### config.mk
export PLATFORM = sky130hd
export DESIGN_NAME = pa_port_pins
export DESIGN_NICKNAME = d
export VERILOG_FILES = /design/src/design/pa_pkg.sv /design/src/design/pa_in_gate.sv /design/src/design/pa_port_pins.sv
export SDC_FILE = /design/constraint.sdc
export NUM_CORES = 1
export LEC_CHECK = 0
export BUFFER_PORTS_ARGS = -buffer_cell sky130_fd_sc_hd__buf_2
export CELL_PAD_IN_SITES_DETAIL_PLACEMENT = 0
export CELL_PAD_IN_SITES_GLOBAL_PLACEMENT = 1
export CORE_MARGIN = 2
export CORE_UTILIZATION = 33
export DETAILED_ROUTE_END_ITERATION = 7
export GPL_ROUTABILITY_DRIVEN = 0
export PLACE_DENSITY_LB_ADDON = 0.1
export SKIP_CTS_REPAIR_TIMING = 1
export SYNTH_ARGS = -nofsm -noshare
export SYNTH_HDL_FRONTEND = slang
export SYNTH_SLANG_ARGS = --single-unit
export TNS_END_PERCENT = 100
### constraint.sdc
create_clock -name mclk -period 1.53 [get_ports mclk]
set_input_delay 0.153 -clock mclk [delete_from_list [all_inputs] [get_ports mclk]]
set_output_delay 0.153 -clock mclk [all_outputs]
set_load 0.02 [all_outputs]
### src/design/pa_pkg.sv
package pa_pkg;
   // pins of the port that exist; bits one and two are not bonded out
   localparam logic [7:0] PA_PIN_MASK = 8'hf9;
   // pins that can feed the comparator minus input
   localparam logic [7:0] PA_MINUS_MASK = 8'hd8;
   // pin positions
   localparam int PA_BIT_ZERO = 0;
   localparam int PA_BIT_THREE = 3;
   localparam int PA_BIT_FOUR = 4;
   localparam int PA_BIT_FIVE = 5;
   localparam int PA_BIT_SIX = 6;
   localparam int PA_BIT_SEVEN = 7;
   // values after reset
   localparam logic [7:0] PA_RST_BYTE = 8'h00;
   localparam logic PA_RST_LOW = 1'b0;
   localparam logic PA_RST_HIGH = 1'b1;
   // timer pwm routing, one-hot
   typedef enum logic [2:0]
   {
      PA_PWM_OFF = 3'b001,
      PA_PWM_BIT3 = 3'b010,
      PA_PWM_BIT4 = 3'b100
   } pa_pwm_route_type;
   // comparator minus input source
   typedef enum logic [1:0]
   {
      PA_MINUS_BIT3 = 2'h0,
      PA_MINUS_BIT4 = 2'h1,
      PA_MINUS_BIT6 = 2'h2,
      PA_MINUS_BIT7 = 2'h3
   } pa_minus_src_type;
endpackage

### src/design/pa_in_gate.sv
`timescale 1ns/1ps
`default_nettype none
module pa_in_gate
(
   // clock and reset
   input wire logic mclk,
   input wire logic rst_n,
   // pin levels and enables
   input wire logic [7:0] pin_level,
   input wire logic [7:0] dig_in_en,
   // gated read value and per-pin change pulses
   output logic [7:0] read_value,
   output logic [7:0] pin_change
);
   import pa_pkg::*;

   logic [7:0] read_reg;
   logic [7:0] read_next;
   logic [7:0] prev_reg;
   logic [7:0] prev_next;
   logic primed_reg;
   logic primed_next;

   ////////////////////////////////////////////////////////////////////////
   // a disabled input reads as constant zero; past the one falling edge when a high pin is disabled it makes no edges
   always_comb
   begin
      read_next = pin_level & dig_in_en & PA_PIN_MASK;
      // first sample loads both copies: no false edge out of reset
      prev_next = primed_reg ? read_reg : read_next;
      primed_next = PA_RST_HIGH;
   end

   always_ff @(posedge mclk or negedge rst_n)
   begin
      if (!rst_n)
      begin
         read_reg <= PA_RST_BYTE;
         prev_reg <= PA_RST_BYTE;
         primed_reg <= PA_RST_LOW;
      end
      else
      begin
         read_reg <= read_next;
         prev_reg <= prev_next;
         primed_reg <= primed_next;
      end
   end

   assign read_value = read_reg;
   assign pin_change = read_reg ^ prev_reg; // both edges
endmodule
`default_nettype wire

### src/design/pa_port_pins.sv
`timescale 1ns/1ps
`default_nettype none
// Function
// - input enable low cuts a pin's digital input and its sleep wake-up, but not the bit five reset input.
// - ordinary pins are input or push-pull output, optional pull-high.
// - bit five is input or open-drain with pull-high, or reset input.
// - bit zero as interrupt line requests on rising and falling edges.
// - bit zero can drive the comparator result out instead.
// - comparator plus from bit four; minus from bits three, four, six, seven.
// - timer pwm can replace port output on bit three or four.
// - each pin can wake from sleep on change, gated by input enable.
module pa_port_pins
(
   // clock and reset
   input wire logic mclk,
   input wire logic rst_n,
   // pad side
   input wire logic [7:0] pad_in,
   output logic [7:0] pad_out,
   output logic [7:0] pad_oe,
   output logic [7:0] pull_high_on,
   // port configuration
   input wire logic [7:0] port_out_data,
   input wire logic [7:0] port_dir_out,
   input wire logic [7:0] pull_high_en,
   input wire logic [7:0] dig_in_en,
   input wire logic [7:0] wake_en,
   input wire logic sleep_mode,
   input wire logic reset_pin_en,
   // interrupt and comparator
   input wire logic ext_int_en,
   input wire logic comp_out_en,
   input wire logic comparator_result_out,
   input wire logic comp_plus_en,
   input wire logic comp_minus_en,
   input wire pa_pkg::pa_minus_src_type comp_minus_src,
   // timer pwm
   input wire pa_pkg::pa_pwm_route_type pwm_route,
   input wire logic timer8_pwm_out,
   // status
   output logic [7:0] port_read,
   output logic external_interrupt_line,
   output logic wake_req,
   output logic hardware_reset_pin_n,
   output logic comparator_plus_in_sel,
   output logic [7:0] comparator_minus_in_sel
);
   import pa_pkg::*;

   // one-hot pin select from a bit position
   function automatic logic [7:0] pa_pin_hot(input int pos);
      logic [7:0] hot;
      hot = 8'h01 << pos[2:0];
      return hot;
   endfunction

   // minus source to pin position
   function automatic int pa_minus_pos(input pa_minus_src_type src);
      int pos;
      pos = PA_BIT_THREE;
      unique case (src)
         PA_MINUS_BIT3: pos = PA_BIT_THREE;
         PA_MINUS_BIT4: pos = PA_BIT_FOUR;
         PA_MINUS_BIT6: pos = PA_BIT_SIX;
         PA_MINUS_BIT7: pos = PA_BIT_SEVEN;
      endcase
      return pos;
   endfunction

   logic [7:0] pin_change;
   logic [7:0] out_reg;
   logic [7:0] out_next;
   logic [7:0] oe_reg;
   logic [7:0] oe_next;
   logic [7:0] pull_reg;
   logic [7:0] pull_next;
   logic [7:0] minus_reg;
   logic [7:0] minus_next;
   logic plus_reg;
   logic plus_next;
   logic int_reg;
   logic int_next;
   logic wake_reg;
   logic wake_next;
   logic rstpin_reg;
   logic rstpin_next;

   ////////////////////////////////////////////////////////////////////////
   // input gating and edge detection
   pa_in_gate u_in_gate
   (
      .mclk(mclk),
      .rst_n(rst_n),
      .pin_level(pad_in),
      .dig_in_en(dig_in_en),
      .read_value(port_read),
      .pin_change(pin_change)
   );

   ////////////////////////////////////////////////////////////////////////
   // pad drive, pull-high and analog select
   always_comb
   begin
      out_next = port_out_data;
      oe_next = port_dir_out;
      // bit five only sinks; high comes from the pull-high
      out_next[PA_BIT_FIVE] = 1'b0;
      oe_next[PA_BIT_FIVE] = port_dir_out[PA_BIT_FIVE] & ~port_out_data[PA_BIT_FIVE];
      if (reset_pin_en)
      begin
         oe_next[PA_BIT_FIVE] = 1'b0;
      end
      if (comp_out_en)
      begin
         out_next[PA_BIT_ZERO] = comparator_result_out;
         oe_next[PA_BIT_ZERO] = 1'b1;
      end
      if (pwm_route == PA_PWM_BIT3)
      begin
         out_next[PA_BIT_THREE] = timer8_pwm_out;
         oe_next[PA_BIT_THREE] = 1'b1;
      end
      if (pwm_route == PA_PWM_BIT4)
      begin
         out_next[PA_BIT_FOUR] = timer8_pwm_out;
         oe_next[PA_BIT_FOUR] = 1'b1;
      end
      // analog use releases the driver so it cannot fight the source
      plus_next = comp_plus_en;
      minus_next = comp_minus_en ? pa_pin_hot(pa_minus_pos(comp_minus_src)) : PA_RST_BYTE;
      if (plus_next)
      begin
         oe_next[PA_BIT_FOUR] = 1'b0;
      end
      oe_next = oe_next & ~minus_next & PA_PIN_MASK;
      out_next = out_next & oe_next;
      // pull-high only while the pin is not driven
      pull_next = pull_high_en & ~oe_next & PA_PIN_MASK;
   end

   always_ff @(posedge mclk or negedge rst_n)
   begin
      if (!rst_n)
      begin
         out_reg <= PA_RST_BYTE;
         oe_reg <= PA_RST_BYTE;
         pull_reg <= PA_RST_BYTE;
         minus_reg <= PA_RST_BYTE;
         plus_reg <= PA_RST_LOW;
      end
      else
      begin
         out_reg <= out_next;
         oe_reg <= oe_next;
         pull_reg <= pull_next;
         minus_reg <= minus_next;
         plus_reg <= plus_next;
      end
   end

   ////////////////////////////////////////////////////////////////////////
   // interrupt, wake-up and reset pin events
   always_comb
   begin
      // comparator output on bit zero would trigger itself, so it masks the line
      int_next = ext_int_en & ~comp_out_en & pin_change[PA_BIT_ZERO];
      wake_next = sleep_mode & (|(pin_change & wake_en & dig_in_en));
      // reset taps the raw pad so a cleared input enable cannot lock it out
      rstpin_next = reset_pin_en ? pad_in[PA_BIT_FIVE] : PA_RST_HIGH;
   end

   always_ff @(posedge mclk or negedge rst_n)
   begin
      if (!rst_n)
      begin
         int_reg <= PA_RST_LOW;
         wake_reg <= PA_RST_LOW;
         rstpin_reg <= PA_RST_HIGH;
      end
      else
      begin
         int_reg <= int_next;
         wake_reg <= wake_next;
         rstpin_reg <= rstpin_next;
      end
   end

   assign pad_out = out_reg;
   assign pad_oe = oe_reg;
   assign pull_high_on = pull_reg;
   assign comparator_minus_in_sel = minus_reg;
   assign comparator_plus_in_sel = plus_reg;
   assign external_interrupt_line = int_reg;
   assign wake_req = wake_reg;
   assign hardware_reset_pin_n = rstpin_reg;
endmodule
`default_nettype wire

==> qor.yml <==
outcome: "finished, final reports clean"
fillerInstances: 476
cts_buffers: 5
cts.reportedPaths.clkPinSlew_ns: 0.07
ctsHtreeMaxLevel: 2
drive_gt1_share_pct: 48.0
final_hold_viol_count: 0
cap_violations: 0
worstPathRequired_ns: 1.70
worstSetupEndpointType: "flop"
postLayoutCoreUtil_pct: 46.6
grt_pass1_wl_um: 4560
skew_ns: 0.00291
numPortBuffers: 85
cts_tree: "built"
vdd_drop_max_mv: 0.485
dieArea_um2: 5610
vias: 1147
grt_pass1_vias: 1080
r2r_cells: 3
crit_slowest_cell: "dfrtp_1"
drtIter0Drc: 22
fin_setup_tns_ns: 0
io_pins: 107
max_stage_delay_ns: 0.40
cp_cell_sequence: "xnor2_1 > o22ai_1 > o31a_1"
synthAdderAreaFrac_pct: 3.02
synth_top_area_cell: "dfrtp_1"
die_h_um: 74.9
synth.cell_area_um2: 1660
start_util_pct: 34.7
startpoint: "u_in_gate.read_value[0]"
tightestPinTransition_ns: 0.514
final_max_slew_viol_count: 0
cts_root_buf: "clkbuf_8"
fin_nets: 288
vias_per_cell: 3.98
reg2reg_from: "u_in_gate.read_value[0]"
yosys_register_bits: 42
core_um2: 4790
yosysSeqAreaShare_pct: 63.4
synth_top_family_by_area: "simple AND/OR/NAND/NOR gates"
hpwl_um: 2480
hold_class: "input pin to flop"
largest_reg_flops: 8
power_uw: 2170
synth-xor-area-share_pct: 3.17
maxSlewHeadroom_pct: 65.7
crit_arrival_ns: 1.30
cts-root-to-sink-buffers: 2
synth_top_area_share_pct: 61.8
p_leak_uw: 0.00123
clkLatencyLatePin_ns: 0.28
grt_antenna_before_repair: 0
worstPathMaxFanout: 3
yosys.area_share.simple_pct: 14.6
rrSetupSlack_ns: 0.40
drc: 0
ys_types: 31
yosysWarnings: 0
timing.fmax_mhz: 886
cellPowerDensity_nw_per_um2: 974
num_antenna_cells: 0
synthCells: 128
grtUsageTotal_pct: 11.1
muxShareOfSynthArea_pct: 5.88
period_share_pct: 73.8
syn_to_final_growth_pct: 34.4
path_class: "flop to flop"
placementRows: 25
cts.sinks: 42
synth_compound_area_share_pct: 3.47
setup_viol: 0
synth_top_cells_by_area: "dfrtp_1, and2_1, buf_4"
critPathLaunchType: "flop"
timing.hold.ws_ns: 0.00930
drtPass1Iterations: 2
layout_min_cycle_time_ns: 1.13
min_from: "reset_pin_en"
grt_overflow: 0
rsz0062_at_grt: "no"
die_w_um: 74.9
wl_per_cell_um: 10.8
hold_path_depth: 2
grt_start_max_net_pins: 43
ant_nets: 0
wirelength_um: 3110
syn_avg_cell_area_um2: 13.0
critical path: cells and delay by family, from the launching register on:
| kind | cells | cell delay [ns] |
|---|---|---|
| DFF | 1 | 0.40 |
| AOI/OAI and AO/OA | 2 | 0.39 |
| xor gates and xnor gates | 1 | 0.23 |
metal layers:
metal	share of wire, %	up-vias	wire length, um	track usage [%]
li1	-	571	-	-
met1	37	521	1160	11.9
met2	52	49	1620	19.1
met3	9.2	6	285	5.35
met4	1.5	0	46	4.17
met5	0	-	0	0
logic make-up (layout without fill, tap and decap cells):
logic type                 after synthesis  after routing
muxes                                    9              9
buffers and inverters                   17            102
and+or+nand+nor                         39             39
DFF                                     42             42
AOI/OAI and AO/OA                        9              9
xor gates and xnor gates                 6              6
other                                    2             10
adders and majority gates                4              4
cell type report:
cell class	instances	area, um2	area share (%)
flip-flops and latches	42	1050	47.2
well taps	67	83.8	3.76
multi-input cells	77	538	24.1
clock buffers	7	76.3	3.42
inverters	7	26.3	1.18
repair buffers	88	453	20.3
synthesized netlist by cell type:
cell	number
a21oi_1	1
and2_1	11
and2_2	2
and2_4	1
and3_1	1
and3_2	1
buf_2	1
buf_4	9
conb_1	2
dfrtp_1	41
dfstp_2	1
ha_1	4
inv_1	7
mux2_2	6
mux2i_1	3
nand2_1	8
nand2b_1	1
nand3_1	1
nor2_1	6
nor2b_1	2
nor2b_2	1
nor3b_1	1
nor3b_2	2
nor3b_4	1
o21a_1	1
o21ai_0	1
o21ai_1	1
o21bai_1	1
o22ai_1	3
o31a_1	1
xnor2_1	6
through the flow:
step | setup slack [ns] | area, um2 | cells
CTS | 0.365 | 2210 | 286
finish | 0.401 | 2230 | 288
floorplan | 0.402 | 1690 | 136
detailed placement | 0.295 | 2130 | 279
global placement | 0.324 | 2130 | 279
global route | 0.294 | 2230 | 288
power by group:
group,switching [uW],internal [uW],total [uW],leakage [uW]
registers,22.5,1170,1190,0.000538
clock network,327,314,641,0.0000383
logic,193,145,338,0.000652
cells in the final DEF (no fill, tap or decap), types with 4 or more instances in the layout:
cell type,netlist,routed
conb_1,2,10
and2_1,11,11
xnor2_1,6,6
clkbuf_8,0,5
mux2_2,6,6
inv_1,7,7
nor2_1,6,6
ha_1,4,4
buf_2,1,85
nand2_1,8,8
dfrtp_1,41,41
path summary, 6_finish.rpt:
path,endpoint
setup / recovery,wake_req
hold / removal,hardware_reset_pin_n
setup reg to reg,wake_req
hold reg to reg,u_in_gate.prev_reg[3]
max in group asynchronous,hardware_reset_pin_n
min in group asynchronous,u_in_gate.read_value[4]
(Power assumes the default switching activity.)
